$ cat src/hw/lsc_defines.svh
// Shared constants of the link supervisor: register offsets, bit fields,
// error codes and default timer figures.
// Assumes inclusion by bare name from files under hw/.
`ifndef LSC_DEFINES_SVH
`define LSC_DEFINES_SVH

// Register offsets
`define LSC_REG_CTRL 4'h0
`define LSC_REG_STATUS 4'h1
`define LSC_REG_INDEX_A 4'h2
`define LSC_REG_INDEX_B 4'h3
`define LSC_REG_ERROR 4'h4
`define LSC_REG_TX_RDY 4'h5
`define LSC_REG_RX_RDY 4'h6
`define LSC_REG_TX_TX_FLAG_A 4'h7
`define LSC_REG_RX_CPL 4'h8

// Control bits
`define LSC_CTRL_MANUAL_DISCONNECT 0
`define LSC_CTRL_RX_EN 1
`define LSC_CTRL_TX_GO 2
`define LSC_CTRL_DECOUPLE 3
`define LSC_CTRL_RESET 8'h01

// Error codes
`define LSC_ERR_NONE 8'h00
`define LSC_ERR_FRMR_RX 8'hC0
`define LSC_ERR_BAD_NR 8'hC8
`define LSC_ERR_RX_NOT_READY 8'h10
`define LSC_ERR_UP_READY 8'h21
`define LSC_ERR_UP_BUSY 8'h11

// Pending frame slots, highest priority first
`define LSC_P_UA 0
`define LSC_P_SABM 1
`define LSC_P_FRMR 2
`define LSC_P_RSP 3
`define LSC_P_SCMD 4
`define LSC_P_IFRM 5

// T1 in link bit times, N2 in tries
`define LSC_T1_TICKS 1000
`define LSC_N2_DEFAULT 10

`endif

$ cat src/hw/lsc_pkg.sv
// Types of the link supervisor: frame kinds and state machine codes.
// Assumes nothing of its surroundings.
package lsc_pkg;

  typedef enum logic [3:0] {
    FR_I = 4'h0,
    FR_RR = 4'h1,
    FR_RNR = 4'h2,
    FR_REJ = 4'h3,
    FR_SABM = 4'h4,
    FR_DISC = 4'h5,
    FR_UA = 4'h6,
    FR_FRMR = 4'h7,
    FR_DM = 4'h8
  } lsc_frame_t;

  typedef enum logic [2:0] {
    LK_DOWN = 3'b001,
    LK_SETUP = 3'b010,
    LK_UP = 3'b100
  } lsc_link_t;

  typedef enum logic [1:0] {
    TX_IDLE = 2'b01,
    TX_WAIT = 2'b10
  } lsc_txst_t;

endpackage

$ cat src/hw/lsc_desc_flags.sv
// Descriptor flag store: buffer-ready, acknowledged and frame-complete
// bits of the transmit and receive descriptor tables.
// Assumes one clock; host writes come from the register decoder.
`timescale 1ns/100ps
module lsc_desc_flags #(
  parameter int IW = 3,
  parameter int DEPTH = 8
) (
  // Clock
  input wire logic clk,
  input wire logic rst,
  input wire logic ce,
  // Host side
  input wire logic wr_tx_rdy,
  input wire logic wr_rx_rdy,
  input wire logic clr_tx_flag_a,
  input wire logic clr_cpl,
  input wire logic [DEPTH-1:0] host_data,
  // Device side
  input wire logic ack_set,
  input wire logic [IW-1:0] ack_lo,
  input wire logic [IW-1:0] ack_hi,
  input wire logic cpl_set,
  input wire logic [IW-1:0] cpl_idx,
  // Flag vectors
  output logic [DEPTH-1:0] tx_rdy,
  output logic [DEPTH-1:0] rx_rdy,
  output logic [DEPTH-1:0] tx_flag_a,
  output logic [DEPTH-1:0] cpl
);

  generate
    if (DEPTH != (1 << IW)) begin : g_bad
      $error("lsc_desc_flags: DEPTH must be 2**IW");
    end
  endgenerate

  logic [DEPTH-1:0] ack_mask;
  logic [DEPTH-1:0] cpl_mask;

  // Circular range lo .. hi-1
  always_comb begin
    ack_mask = '0;
    cpl_mask = '0;
    for (int i = 0; i < DEPTH; i++) begin
      ack_mask[i] = (IW'(IW'(i) - ack_lo) < IW'(ack_hi - ack_lo)) & ack_set;
      cpl_mask[i] = cpl_set & (IW'(i) == cpl_idx);
    end
  end

  always_ff @(posedge clk) begin
    if (rst) begin
      tx_rdy <= '0;
      rx_rdy <= '0;
    end else if (ce) begin
      if (wr_tx_rdy) begin
        tx_rdy <= host_data;
      end
      if (wr_rx_rdy) begin
        rx_rdy <= host_data;
      end
    end
  end

  // Set wins over a host clear in the same cycle
  always_ff @(posedge clk) begin
    if (rst) begin
      tx_flag_a <= '0;
      cpl <= '0;
    end else if (ce) begin
      tx_flag_a <= (tx_flag_a & ~(clr_tx_flag_a ? host_data : '0)) | ack_mask;
      cpl <= (cpl & ~(clr_cpl ? host_data : '0)) | cpl_mask;
    end
  end

endmodule

$ cat src/hw/lsc_supervisor.sv
// Link supervisor: S-command choice, T1/N2 polling, link reset, frame
// reject handling, receiver-ready handshake and index upkeep.
// Assumes a frame decoder and encoder on clk; link_clk is a raw pin.
`timescale 1ns/100ps
`include "lsc_defines.svh"

// Overview of operation
// - S-command is RR, RNR when busy, REJ pending
// - Every S-command carries poll bit one
// - Repeat S-command each T1 while busy/unacked
// - SABM on FRMR or N2 unanswered polls
// - Unsolicited UA or F sends FRMR W
// - FRMR sent only while link up
// - After FRMR: no packets, discard I-fields
// - Reject condition still accepts acknowledgements
// - SABM/DISC answer UA, leave reject condition
// - Resend FRMR, or new FRMR on errors
// - FRMR received: store field, stop, hold receiver
// - FRMR received: send SABM, error C0
// - UA after reset SABM zeroes all indexes
// - Indexes track sequence state variables
// - Sample receiver enable at release and resets
// - Busy clears after enable, ready, frame
// - Next descriptor not ready sets busy, code 10
// - Descriptor zero usable right after reset; here tx_rdy/rx_rdy reset to zero until the host writes them
// - Link reset clears transmit-go
// - N(R) valid from oldest through next index
module lsc_supervisor
  import lsc_pkg::*;
#(
  parameter int T1_TICKS = `LSC_T1_TICKS,
  parameter int N2_MAX = `LSC_N2_DEFAULT
) (
  // Clock and reset
  input wire logic clk,
  input wire logic rst,
  input wire logic ce,
  // Register port
  input wire logic [3:0] reg_addr,
  input wire logic [7:0] reg_wdata,
  input wire logic reg_wr,
  input wire logic reg_rd,
  output logic [7:0] reg_rdata,
  // Link bit clock pin
  input wire logic link_clk,
  // Received frame from decoder
  input wire logic rx_valid,
  input wire lsc_frame_t rx_kind,
  input wire logic rx_is_cmd,
  input wire logic rx_pf,
  input wire logic [2:0] rx_nr,
  input wire logic [2:0] rx_ns,
  input wire logic [2:0] rx_viol,
  output logic rx_store,
  output logic [2:0] rx_store_idx,
  // Frame request to encoder
  output logic tx_req,
  output lsc_frame_t tx_kind,
  output logic tx_is_cmd,
  output logic tx_pf,
  output logic [2:0] tx_nr,
  output logic [2:0] tx_ns,
  output logic [3:0] tx_frmr_wxyz,
  input wire logic tx_ack,
  // Event pulses
  output logic tx_ack_irq,
  output logic rx_not_ready_irq,
  output logic err_irq
);

  generate
    if (T1_TICKS < 2 || T1_TICKS > 65535 || N2_MAX < 1 || N2_MAX > 15)
    begin : g_bad
      $error("lsc_supervisor: T1_TICKS or N2_MAX out of range");
    end
  endgenerate

  lsc_link_t link_ff;
  lsc_txst_t txst_ff;
  logic [7:0] ctrl_ff;
  logic [7:0] error_code_reg_ff;
  logic [2:0] oldest_unacked_index_ff, next_tx_index_ff, next_rx_index_ff;
  logic [2:0] vs_ff, vr_ff;
  logic [5:0] pend_ff;
  logic local_busy_sent_ff, remote_busy_flag_ff, frmr_cond_ff, rx_hold_ff;
  logic rej_cond_ff, rej_pend_ff, rsp_f_ff, poll_out_ff;
  logic need_sample_ff, busy_arm_ff, md_prev_ff;
  logic [3:0] frmr_code_ff;
  logic [15:0] t1_cnt_ff;
  logic [3:0] n2_cnt_ff;
  logic lk_s1_ff, lk_s2_ff, lk_s3_ff;
  logic [7:0] tx_rdy, rx_rdy, tx_flag_a, cpl;

  // Short names for control bits and link-up
  logic md, rx_en, decouple, up;
  assign md = ctrl_ff[`LSC_CTRL_MANUAL_DISCONNECT];
  assign rx_en = ctrl_ff[`LSC_CTRL_RX_EN];
  assign decouple = ctrl_ff[`LSC_CTRL_DECOUPLE];
  assign up = (link_ff == LK_UP);

  // Link clock pin: two flops, then edge detect on the second
  always_ff @(posedge clk) begin
    if (rst) begin
      lk_s1_ff <= 1'b0;
      lk_s2_ff <= 1'b0;
      lk_s3_ff <= 1'b0;
    end else if (ce) begin
      lk_s1_ff <= link_clk;
      lk_s2_ff <= lk_s1_ff;
      lk_s3_ff <= lk_s2_ff;
    end
  end

  logic tick;
  assign tick = lk_s2_ff & ~lk_s3_ff;

  // Receive decode
  logic ev, is_i, is_s, nr_ok, ev_sabm, ev_disc, ev_frmr, ev_ua_reset;
  logic ev_unsol, ev_ack, ev_f_ok, ev_in_seq, ev_accept, ev_reset_done;
  logic [2:0] d_nr, d_nb, d_vs;
  always_comb begin
    ev = ce & rx_valid & ~md;
    is_i = (rx_kind == FR_I);
    is_s = (rx_kind == FR_RR) | (rx_kind == FR_RNR) | (rx_kind == FR_REJ);
    d_nr = rx_nr - oldest_unacked_index_ff;
    d_nb = next_tx_index_ff - oldest_unacked_index_ff;
    d_vs = vs_ff - oldest_unacked_index_ff;
    nr_ok = (d_nr <= d_nb);
    ev_sabm = ev & (rx_kind == FR_SABM);
    ev_disc = ev & (rx_kind == FR_DISC);
    ev_frmr = ev & up & (rx_kind == FR_FRMR);
    ev_ua_reset = ev & (rx_kind == FR_UA) & (link_ff == LK_SETUP);
    ev_unsol = ev & up & ((rx_kind == FR_UA)
               | (~rx_is_cmd & rx_pf & ~poll_out_ff & (is_i | is_s)));
    ev_ack = ev & up & (is_i | is_s) & nr_ok & (d_nr != 3'h0);
    ev_f_ok = ev & up & is_s & ~rx_is_cmd & rx_pf & poll_out_ff;
    ev_in_seq = ev & up & is_i & (rx_ns == vr_ff) & nr_ok;
    ev_accept = ev_in_seq & ~local_busy_sent_ff & ~frmr_cond_ff
                & ~rx_hold_ff;
    ev_reset_done = ev_ua_reset | ev_sabm;
  end

  // T1 timer on link bit times
  logic t1_run, t1_exp, n2_out;
  assign t1_run = (link_ff == LK_SETUP) | (up & (remote_busy_flag_ff
                  | (d_nb != 3'h0) | poll_out_ff));
  assign t1_exp = ce & t1_run & tick & (t1_cnt_ff == 16'(T1_TICKS - 1));
  assign n2_out = (n2_cnt_ff >= 4'(N2_MAX));

  always_ff @(posedge clk) begin
    if (rst) begin
      t1_cnt_ff <= 16'h0000;
    end else if (ce) begin
      if (~t1_run | ev_ack | ev_f_ok | t1_exp) begin
        t1_cnt_ff <= 16'h0000;
      end else if (tick) begin
        t1_cnt_ff <= t1_cnt_ff + 16'h0001;
      end
    end
  end

  always_ff @(posedge clk) begin
    if (rst) begin
      n2_cnt_ff <= 4'h0;
    end else if (ce) begin
      if (ev_ack | ev_f_ok | ev_reset_done | ~t1_run) begin
        n2_cnt_ff <= 4'h0;
      end else if (t1_exp) begin
        n2_cnt_ff <= n2_out ? 4'h0 : n2_cnt_ff + 4'h1;
      end
    end
  end

  // Transmit choice
  logic send_ok;
  logic [5:0] cand, pick;
  lsc_frame_t s_kind;
  always_comb begin
    send_ok = up & ~frmr_cond_ff & ctrl_ff[`LSC_CTRL_TX_GO]
              & tx_rdy[vs_ff] & ~remote_busy_flag_ff
              & ~((vs_ff == next_tx_index_ff)
                  & (3'(next_tx_index_ff + 3'h1) == oldest_unacked_index_ff));
    cand = pend_ff & {1'b0, {3{up}}, ~md, 1'b1};
    cand[`LSC_P_IFRM] = send_ok;
    pick = (txst_ff == TX_IDLE) ? (cand & 6'(~cand + 6'h01)) : 6'h00;
    if (local_busy_sent_ff) begin
      s_kind = FR_RNR;
    end else if (rej_pend_ff) begin
      s_kind = FR_REJ;
    end else begin
      s_kind = FR_RR;
    end
  end

  always_ff @(posedge clk) begin
    if (rst) begin
      txst_ff <= TX_IDLE;
      tx_kind <= FR_RR;
      tx_is_cmd <= 1'b0;
      tx_pf <= 1'b0;
      tx_nr <= 3'h0;
      tx_ns <= 3'h0;
      tx_frmr_wxyz <= 4'h0;
    end else if (ce) begin
      case (txst_ff)
        TX_IDLE: begin
          if (pick != 6'h00) begin
            txst_ff <= TX_WAIT;
            tx_nr <= vr_ff;
            tx_ns <= vs_ff;
            tx_frmr_wxyz <= frmr_code_ff;
            tx_is_cmd <= pick[`LSC_P_SABM] | pick[`LSC_P_SCMD]
                         | pick[`LSC_P_IFRM];
            tx_pf <= pick[`LSC_P_UA] | pick[`LSC_P_SABM]
                     | pick[`LSC_P_SCMD] | (pick[`LSC_P_RSP] & rsp_f_ff);
            if (pick[`LSC_P_UA]) begin
              tx_kind <= FR_UA;
            end else if (pick[`LSC_P_SABM]) begin
              tx_kind <= FR_SABM;
            end else if (pick[`LSC_P_FRMR]) begin
              tx_kind <= FR_FRMR;
            end else if (pick[`LSC_P_IFRM]) begin
              tx_kind <= FR_I;
            end else begin
              tx_kind <= s_kind;
            end
          end
        end
        TX_WAIT: begin
          if (tx_ack) begin
            txst_ff <= TX_IDLE;
          end
        end
        default: txst_ff <= TX_IDLE;
      endcase
    end
  end

  assign tx_req = (txst_ff == TX_WAIT);

  // Pending frames: a new cause wins over the pick that clears it
  logic [5:0] pend_set;
  logic frmr_new;
  always_comb begin
    frmr_new = ev_unsol | (ev & up & (is_i | is_s) & ~nr_ok)
               | (ev & up & (rx_viol != 3'h0));
    pend_set = 6'h00;
    pend_set[`LSC_P_UA] = ev_sabm | ev_disc;
    pend_set[`LSC_P_SABM] = ev_frmr | (t1_exp & n2_out & up)
                            | (t1_exp & (link_ff == LK_SETUP))
                            | (ce & md_prev_ff & ~md);
    pend_set[`LSC_P_FRMR] = frmr_new
                            | (frmr_cond_ff & ev & (is_i | is_s));
    pend_set[`LSC_P_RSP] = (ev & up & (is_i | is_s) & rx_is_cmd & rx_pf)
                           | ev_accept | (ev_in_seq & local_busy_sent_ff)
                           | (ev & up & is_i & ~ev_in_seq)
                           | (need_sample_ff & up & ce);
    pend_set[`LSC_P_SCMD] = t1_exp & up & ~n2_out;
  end

  always_ff @(posedge clk) begin
    if (rst) begin
      pend_ff <= 6'h00;
      rsp_f_ff <= 1'b0;
    end else if (ce) begin
      pend_ff <= (pend_ff & ~pick & {6{~md}}) | pend_set;
      if (pend_set[`LSC_P_RSP]) begin
        rsp_f_ff <= rx_is_cmd & rx_pf & ev;
      end
    end
  end

  // Link state and reject condition
  always_ff @(posedge clk) begin
    if (rst) begin
      link_ff <= LK_DOWN;
      md_prev_ff <= 1'b1;
      frmr_cond_ff <= 1'b0;
      frmr_code_ff <= 4'h0;
      poll_out_ff <= 1'b0;
    end else if (ce) begin
      md_prev_ff <= md;
      if (pick[`LSC_P_SCMD]) begin
        poll_out_ff <= 1'b1;
      end else if (ev_f_ok | ~up) begin
        poll_out_ff <= 1'b0;
      end
      if (frmr_new) begin
        frmr_code_ff <= {(is_i | is_s) & ~nr_ok & ~ev_unsol,
                         rx_viol[2:1], rx_viol[0] | ev_unsol};
      end
      if (pick[`LSC_P_FRMR]) begin
        frmr_cond_ff <= 1'b1;
      end else if (ev_sabm | ev_disc | ~up) begin
        frmr_cond_ff <= 1'b0;
      end
      if (md) begin
        link_ff <= LK_DOWN;
      end else begin
        case (link_ff)
          LK_DOWN: begin
            if (md_prev_ff | ev_sabm) begin
              link_ff <= ev_sabm ? LK_UP : LK_SETUP;
            end
          end
          LK_SETUP: begin
            if (ev_ua_reset | ev_sabm) begin
              link_ff <= LK_UP;
            end
          end
          LK_UP: begin
            if (ev_disc) begin
              link_ff <= LK_DOWN;
            end else if (ev_frmr | pick[`LSC_P_SABM]) begin
              link_ff <= LK_SETUP;
            end
          end
          default: link_ff <= LK_DOWN;
        endcase
      end
    end
  end

  // Sequence state and table indexes
  always_ff @(posedge clk) begin
    if (rst) begin
      oldest_unacked_index_ff <= 3'h0;
      next_tx_index_ff <= 3'h0;
      next_rx_index_ff <= 3'h0;
      vs_ff <= 3'h0;
      vr_ff <= 3'h0;
    end else if (ce) begin
      if (ev_reset_done) begin
        oldest_unacked_index_ff <= 3'h0;
        next_tx_index_ff <= 3'h0;
        next_rx_index_ff <= 3'h0;
        vs_ff <= 3'h0;
        vr_ff <= 3'h0;
      end else begin
        if (ev_ack) begin
          oldest_unacked_index_ff <= rx_nr;
        end
        if (ev & up & nr_ok & ~frmr_cond_ff & ((rx_kind == FR_REJ)
            | (d_nr > d_vs))) begin
          vs_ff <= rx_nr;
        end else if (pick[`LSC_P_IFRM]) begin
          vs_ff <= vs_ff + 3'h1;
          if (vs_ff == next_tx_index_ff) begin
            next_tx_index_ff <= next_tx_index_ff + 3'h1;
          end
        end
        if (ev_accept) begin
          vr_ff <= vr_ff + 3'h1;
          next_rx_index_ff <= next_rx_index_ff + 3'h1;
        end else if (~decouple) begin
          next_rx_index_ff <= vr_ff;
        end
      end
    end
  end

  // Remote busy and reject condition
  always_ff @(posedge clk) begin
    if (rst) begin
      remote_busy_flag_ff <= 1'b0;
      rej_cond_ff <= 1'b0;
      rej_pend_ff <= 1'b0;
    end else if (ce) begin
      if (ev & (rx_kind == FR_RNR)) begin
        remote_busy_flag_ff <= 1'b1;
      end else if (ev & ((rx_kind == FR_RR) | (rx_kind == FR_REJ)
                   | (rx_kind == FR_UA)) | ~up) begin
        remote_busy_flag_ff <= 1'b0;
      end
      if (ev_reset_done | ev_in_seq) begin
        rej_cond_ff <= 1'b0;
        rej_pend_ff <= 1'b0;
      end else if (ev & up & is_i & ~rej_cond_ff & ~local_busy_sent_ff
                   & (3'(rx_ns + 3'h1) != vr_ff)) begin
        rej_cond_ff <= 1'b1;
        rej_pend_ff <= 1'b1;
      end else if (pick[`LSC_P_RSP] & ~local_busy_sent_ff) begin
        rej_pend_ff <= 1'b0;
      end
    end
  end

  // Receiver-ready handshake
  logic rdy_next, busy_set;
  assign rdy_next = rx_en & rx_rdy[next_rx_index_ff];
  assign busy_set = ce & up & ((need_sample_ff & ~rdy_next)
                    | (ev_accept & ~rx_rdy[3'(next_rx_index_ff + 3'h1)]));

  always_ff @(posedge clk) begin
    if (rst) begin
      need_sample_ff <= 1'b0;
      busy_arm_ff <= 1'b0;
      local_busy_sent_ff <= 1'b0;
      rx_hold_ff <= 1'b0;
    end else if (ce) begin
      if ((md_prev_ff & ~md) | ev_reset_done) begin
        need_sample_ff <= 1'b1;
      end else if (up) begin
        need_sample_ff <= 1'b0;
      end
      busy_arm_ff <= local_busy_sent_ff & (busy_arm_ff | rdy_next);
      if (busy_set) begin
        local_busy_sent_ff <= 1'b1;
      end else if (ev_reset_done
                   | (ev & up & (is_i | is_s) & busy_arm_ff)) begin
        local_busy_sent_ff <= 1'b0;
      end
      if (ev_frmr) begin
        rx_hold_ff <= 1'b1;
      end else if (reg_wr & (reg_addr == `LSC_REG_RX_RDY)) begin
        rx_hold_ff <= 1'b0;
      end
    end
  end

  // I-field storage; a received FRMR lands in the current segment
  always_ff @(posedge clk) begin
    if (rst) begin
      rx_store <= 1'b0;
      rx_store_idx <= 3'h0;
    end else if (ce) begin
      rx_store <= ev_accept | (ev_frmr & ~local_busy_sent_ff
                  & ~rx_hold_ff);
      rx_store_idx <= next_rx_index_ff;
    end
  end

  // Event pulses and error code
  always_ff @(posedge clk) begin
    if (rst) begin
      tx_ack_irq <= 1'b0;
      rx_not_ready_irq <= 1'b0;
      err_irq <= 1'b0;
      error_code_reg_ff <= `LSC_ERR_NONE;
    end else if (ce) begin
      tx_ack_irq <= ev_ack;
      rx_not_ready_irq <= busy_set & rx_en;
      err_irq <= ev_frmr | (ev & up & (is_i | is_s) & ~nr_ok)
                 | (busy_set & rx_en) | ev_ua_reset;
      if (ev_frmr) begin
        error_code_reg_ff <= `LSC_ERR_FRMR_RX;
      end else if (ev & up & (is_i | is_s) & ~nr_ok) begin
        error_code_reg_ff <= `LSC_ERR_BAD_NR;
      end else if (ev_ua_reset) begin
        error_code_reg_ff <= rdy_next ? `LSC_ERR_UP_READY
                                      : `LSC_ERR_UP_BUSY;
      end else if (busy_set & rx_en) begin
        error_code_reg_ff <= `LSC_ERR_RX_NOT_READY;
      end
    end
  end

  // Control register; a link reset drops transmit-go even over a write
  always_ff @(posedge clk) begin
    if (rst) begin
      ctrl_ff <= `LSC_CTRL_RESET;
    end else if (ce) begin
      if (reg_wr & (reg_addr == `LSC_REG_CTRL)) begin
        ctrl_ff <= {4'h0, reg_wdata[3:0]};
      end
      if (ev_frmr | ev_reset_done) begin
        ctrl_ff[`LSC_CTRL_TX_GO] <= 1'b0;
      end
    end
  end

  lsc_desc_flags #(
    .IW(3),
    .DEPTH(8)
  ) u_flags (
    .clk(clk),
    .rst(rst),
    .ce(ce),
    .wr_tx_rdy(reg_wr & (reg_addr == `LSC_REG_TX_RDY)),
    .wr_rx_rdy(reg_wr & (reg_addr == `LSC_REG_RX_RDY)),
    .clr_tx_flag_a(reg_wr & (reg_addr == `LSC_REG_TX_TX_FLAG_A)),
    .clr_cpl(reg_wr & (reg_addr == `LSC_REG_RX_CPL)),
    .host_data(reg_wdata),
    .ack_set(ev_ack),
    .ack_lo(oldest_unacked_index_ff),
    .ack_hi(rx_nr),
    .cpl_set(ce & (ev_accept | (ev_frmr & ~local_busy_sent_ff
             & ~rx_hold_ff))),
    .cpl_idx(next_rx_index_ff),
    .tx_rdy(tx_rdy),
    .rx_rdy(rx_rdy),
    .tx_flag_a(tx_flag_a),
    .cpl(cpl)
  );

  // Read data stand only in the cycle after the strobe
  always_ff @(posedge clk) begin
    if (rst) begin
      reg_rdata <= 8'h00;
    end else if (ce) begin
      reg_rdata <= 8'h00;
      if (reg_rd) begin
        case (reg_addr)
          `LSC_REG_CTRL: reg_rdata <= ctrl_ff;
          `LSC_REG_STATUS: reg_rdata <= {2'b00, rx_hold_ff, rej_cond_ff,
            frmr_cond_ff, remote_busy_flag_ff, local_busy_sent_ff, up};
          `LSC_REG_INDEX_A: reg_rdata <= {1'b0, next_tx_index_ff, 1'b0,
            oldest_unacked_index_ff};
          `LSC_REG_INDEX_B: reg_rdata <= {1'b0, vr_ff, 1'b0,
            next_rx_index_ff};
          `LSC_REG_ERROR: reg_rdata <= error_code_reg_ff;
          `LSC_REG_TX_RDY: reg_rdata <= tx_rdy;
          `LSC_REG_RX_RDY: reg_rdata <= rx_rdy;
          `LSC_REG_TX_TX_FLAG_A: reg_rdata <= tx_flag_a;
          `LSC_REG_RX_CPL: reg_rdata <= cpl;
          default: reg_rdata <= 8'h00;
        endcase
      end
    end
  end

endmodule

$ cat config.mk
export PLATFORM = sky130hd
export DESIGN_NAME = lsc_supervisor
export DESIGN_NICKNAME = d
export VERILOG_FILES = /design/src/hw/lsc_pkg.sv /design/src/hw/lsc_desc_flags.sv /design/src/hw/lsc_supervisor.sv
export VERILOG_INCLUDE_DIRS = /design/src /design/src/hw
export SDC_FILE = /design/constraint.sdc
export NUM_CORES = 1
export LEC_CHECK = 0
export BUFFER_PORTS_ARGS = -buffer_cell sky130_fd_sc_hd__buf_2
export CORE_ASPECT_RATIO = 0.6
export CORE_MARGIN = 3
export CORE_UTILIZATION = 55
export DETAILED_ROUTE_END_ITERATION = 8
export PLACE_DENSITY = 0.74
export SLEW_MARGIN = 30
export SYNTH_ARGS = -nofsm -noshare
export SYNTH_HDL_FRONTEND = slang
export SYNTH_SLANG_ARGS = --single-unit
$ cat constraint.sdc
create_clock -name clk -period 4.5 [get_ports clk]
set_input_delay 0.45 -clock clk [delete_from_list [all_inputs] [get_ports clk]]
set_output_delay 0.45 -clock clk [all_outputs]
set_load 0.05 [all_outputs]
==> impl_metrics.ini <==
[sta]
setup-tns-final_ns = 0
maxSlewViolCount = 0
clock_skew_ns = 0.0111
post-route-period-util_pct = 83.0
finalSetupViolations = 0
max_freq_mhz = 268
period_needed_ns = 3.73
finalHoldViolations = 0
post-route-worst-setup-slack_ns = 0.766
rsz0062_at_grt = false
worst_slew_margin_rel_pct = 42.4
worstMarginPinSlew_ns = 0.864

[min_path]
worst_hold_path_class = in -> reg
hold_path_startpoint = link_clk

[yosys]
ys_seq_elements = 134
synth_edf_count = 0
dominantRegCellSynth = sky130_fd_sc_hd__dfxtp_1
synth.net_count = 1024
yosysWarningCount = 0
ys_types = 82
avgSynthCellArea_um2 = 8.34
async_reset_ff_share_pct = 0
synth_area_um2 = 7920
synth-seq-area-share_pct = 33.9
synthCells = 949

[critical_path]
arrival_ns = 4.06
launching_element_type_of_the_critical_path = flop
timing.critical_path.required_ns = 4.83
crit_path_capture = t1_cnt_ff[7]$_SDFFE_PP0P_
timing_worst_setup_path_type = reg -> reg
timing.critical_path.from = oldest_unacked_index_ff[1]$_SDFFE_PP0P_
crit-reg2reg-capture = t1_cnt_ff[7]$_SDFFE_PP0P_
worstRegToRegCells = 12
critical_path_peak_fanout = 17
endpoint_kind = flop
r2r_setup_slack_ns = 0.77
source_of_the_worst_register_to_register_timing_path = oldest_unacked_index_ff[1]$_SDFFE_PP0P_

[grt]
grt_pass1_wl_um = 38300
grt_usage_pct = 30.3
grt_pass1_vias = 6751
grt.overflow.total = 0
grt_max_degree = 80
initial_antenna_violation_count = 0

[finish]
finalNetCount = 1067
drive_gt1_share_pct = 14.4
insertedDiodeCount = 0
fillerInstances = 1152
areaGrowthSynthToFinish_pct = 13.3

[drt]
vias_after_detailed_routing = 7574
drt_pre_antenna_iters = 5
detail_route.vias_per_cell = 6.33
count_of_routing_violations_after_the_opening_detailed_route_iteration = 908
drc = 0
routed_wl_um = 24000
wl_per_cell_um = 20.1
antenna_violating_nets_post_route = 0

[floorplanning]
die_area_um2 = 15900
core_area_um2 = 13900
dieWidth_um = 161
top_level_ports = 67
floorplan.initialDensity_pct = 57.1
fp.dieH_um = 98.9
fp-row-count = 33

[placement]
numPortBuffers = 65
pre_cts_ws_ns = 0.605
routabilityCongestion = 0.936
detailed_place_hpwl_um = 17300

[cts]
number_of_levels_the_h_tree_was_split_into = 4
tritoncts_num_sinks = 134
clkSlewWorstSetupHoldPaths_ns = 0.07
worst_skew_pair.late_latency_ns = 0.43
cts_inserted_buffers = 17
cts.path.max_buffers = 2
tritoncts = built
number_of_setup_buffers_added_after_cts = 0
cts.hold.buffers_added = 0
postCtsResizedCells = 0
cts_root_buf = sky130_fd_sc_hd__clkbuf_16

[power_and_ir_drop]
power-per-cell-area_nw_per_um2 = 314
p_clk_share_pct = 51.0
seqPwrFrac_pct = 42.5
internal-power_mw = 2.09
switching_share_pct = 25.7
switching_power_uw = 723
max-vdd-ir-drop_v = 0.000205
power.leakage_nw = 3.38
part_of_the_total_power_dissipated_in_combinational_logic_pct = 6.5

[job]
max-cap-violations = 0

[run_status]
run_status = finished clean
state kept, by name, summed over array words and instances, names as in the netlist, 4 cells and up:
name               count
ctrl_ff                4
error_code_reg_ff      5
frmr_code_ff           4
n2_cnt_ff              4
pend_ff                5
reg_rdata              8
t1_cnt_ff             16
tx_frmr_wxyz           4
u_flags.cpl            8
u_flags.rx_rdy         8
u_flags.tx_flag_a      8
u_flags.tx_rdy         8
power by group through the flow:
stage | sequential [mW] | combinational (mW) | clock [mW]
5_1_grt | 1.20 | 0.199 | 1.50
3_5_place_dp | 1.22 | 0.176 | 0
2_1_floorplan | 1.22 | 0.112 | 0
6_report | 1.20 | 0.183 | 1.44
3_3_place_gp | 1.22 | 0.175 | 0
4_1_cts | 1.20 | 0.177 | 1.44
cells in the mapped netlist (all sizes together), types with 11 or more instances:
cell	count	share of area [%]
a211oi	13	1.4
a21oi	50	3.2
a22oi	25	2.4
buf	12	0.90
clkbuf	43	2.0
dfxtp	134	34
ha	37	5.8
inv	40	1.9
mux2i	55	7.0
nand2	101	4.8
nand3	24	1.5
nand4	12	0.95
nor2	105	5.0
nor3	28	1.8
o21ai	36	2.3
xnor2	13	1.4
xor2	11	1.2
through the flow:
step	std cells	utilization (%)	area, µm²	total power, mW	hold WS (ns)
2_1_floorplan	949	-	7920	1.33	0.432
3_3_place_gp	1165	60.2	8360	1.40	0.439
3_5_place_dp	1165	60.2	8360	1.40	0.444
4_1_cts	1197	64.6	8960	2.82	0.261
5_1_grt	1197	64.7	8970	2.90	0.283
6_report	1197	64.7	8970	2.82	0.262
layout make-up:
type / count / area, µm² / share of cell area, %
multi-input combinational: 717 / 4850 / 54.1
timing repair buffer: 79 / 433 / 4.83
clock buffer: 18 / 439 / 4.90
tap: 192 / 240 / 2.68
sequential: 134 / 2680 / 29.9
clock inverter: 14 / 163 / 1.81
inverter: 43 / 161 / 1.80
critical path, stage by stage, from the launching register on:
cell	delay, ns
sky130_fd_sc_hd__dfxtp_1	0.48
sky130_fd_sc_hd__inv_1	0.23
sky130_fd_sc_hd__fa_1	0.45
sky130_fd_sc_hd__xnor2_1	0.16
sky130_fd_sc_hd__xnor2_1	0.30
sky130_fd_sc_hd__ha_1	0.30
sky130_fd_sc_hd__nand3_1	0.07
sky130_fd_sc_hd__o21ai_0	0.08
sky130_fd_sc_hd__buf_4	0.17
sky130_fd_sc_hd__o32ai_2	0.33
sky130_fd_sc_hd__o211a_2	0.49
sky130_fd_sc_hd__a21oi_2	0.25
sky130_fd_sc_hd__nor4_1	0.32
worst min-delay path by stage:
stage | slack, ns | cells past startpoint | to
final | 0.26 | 3 | lk_s1_ff$_SDFFE_PP0P_
after global routing | 0.28 | 3 | frmr_code_ff[2]$_SDFFE_PP0P_
after CTS | 0.26 | 3 | lk_s1_ff$_SDFFE_PP0P_
after detailed placement | 0.44 | 2 | tx_nr[1]$_SDFFE_PP0P_
after global placement | 0.44 | 2 | rsp_f_ff$_SDFFE_PP0P_
after floorplan | 0.43 | 2 | rsp_f_ff$_SDFFE_PP0P_
logic make-up (layout without fill, tap and decap cells):
kind of cell               count (synthesis)  count (layout)  synth area share, %
AOI/OAI and AO/OA                        220             220                 19.2
other                                      1               1               0.0474
DFF                                      134             134                 33.9
adders and majority gates                 40              40                 6.61
and+or+nand+nor                          362             362                 22.4
buffers and inverters                     98             154                 4.98
xor gates and xnor gates                  25              25                 2.96
muxes                                     69              69                 9.94
cell usage in the layout, fill, tap and decap left out, types with 8 or more instances in the layout:
master / count
sky130_fd_sc_hd__ha_1: 37
sky130_fd_sc_hd__nor3_1: 28
sky130_fd_sc_hd__nand3_1: 24
sky130_fd_sc_hd__o22ai_1: 8
sky130_fd_sc_hd__a22oi_1: 25
sky130_fd_sc_hd__mux2i_1: 55
sky130_fd_sc_hd__nand2_1: 101
sky130_fd_sc_hd__a31oi_1: 9
sky130_fd_sc_hd__nand4_1: 12
sky130_fd_sc_hd__a211oi_1: 11
sky130_fd_sc_hd__xor2_1: 11
sky130_fd_sc_hd__nor2b_1: 9
sky130_fd_sc_hd__and2_1: 10
sky130_fd_sc_hd__buf_2: 64
sky130_fd_sc_hd__nand2b_1: 9
sky130_fd_sc_hd__o21ai_0: 36
sky130_fd_sc_hd__xnor2_1: 13
sky130_fd_sc_hd__dfxtp_1: 134
sky130_fd_sc_hd__nor2_1: 104
sky130_fd_sc_hd__a21o_1: 9
sky130_fd_sc_hd__clkbuf_16: 17
sky130_fd_sc_hd__a21oi_1: 49
sky130_fd_sc_hd__inv_1: 40
sky130_fd_sc_hd__buf_4: 15
sky130_fd_sc_hd__or3_1: 9
metal layers:
| metal | global-route usage [%] | share of wire (%) | up-vias | wire [µm] |
|---|---|---|---|---|
| met3 | 8.15 | 12 | 24 | 3000 |
| met4 | 5.95 | 0.95 | 0 | 228 |
| met1 | 48.8 | 48 | 3549 | 11500 |
| li1 | - | - | 3537 | - |
| met2 | 39.6 | 39 | 464 | 9310 |
| met5 | 0 | 0 | - | 0 |
Note: power is estimated with default switching activity, not from simulation.
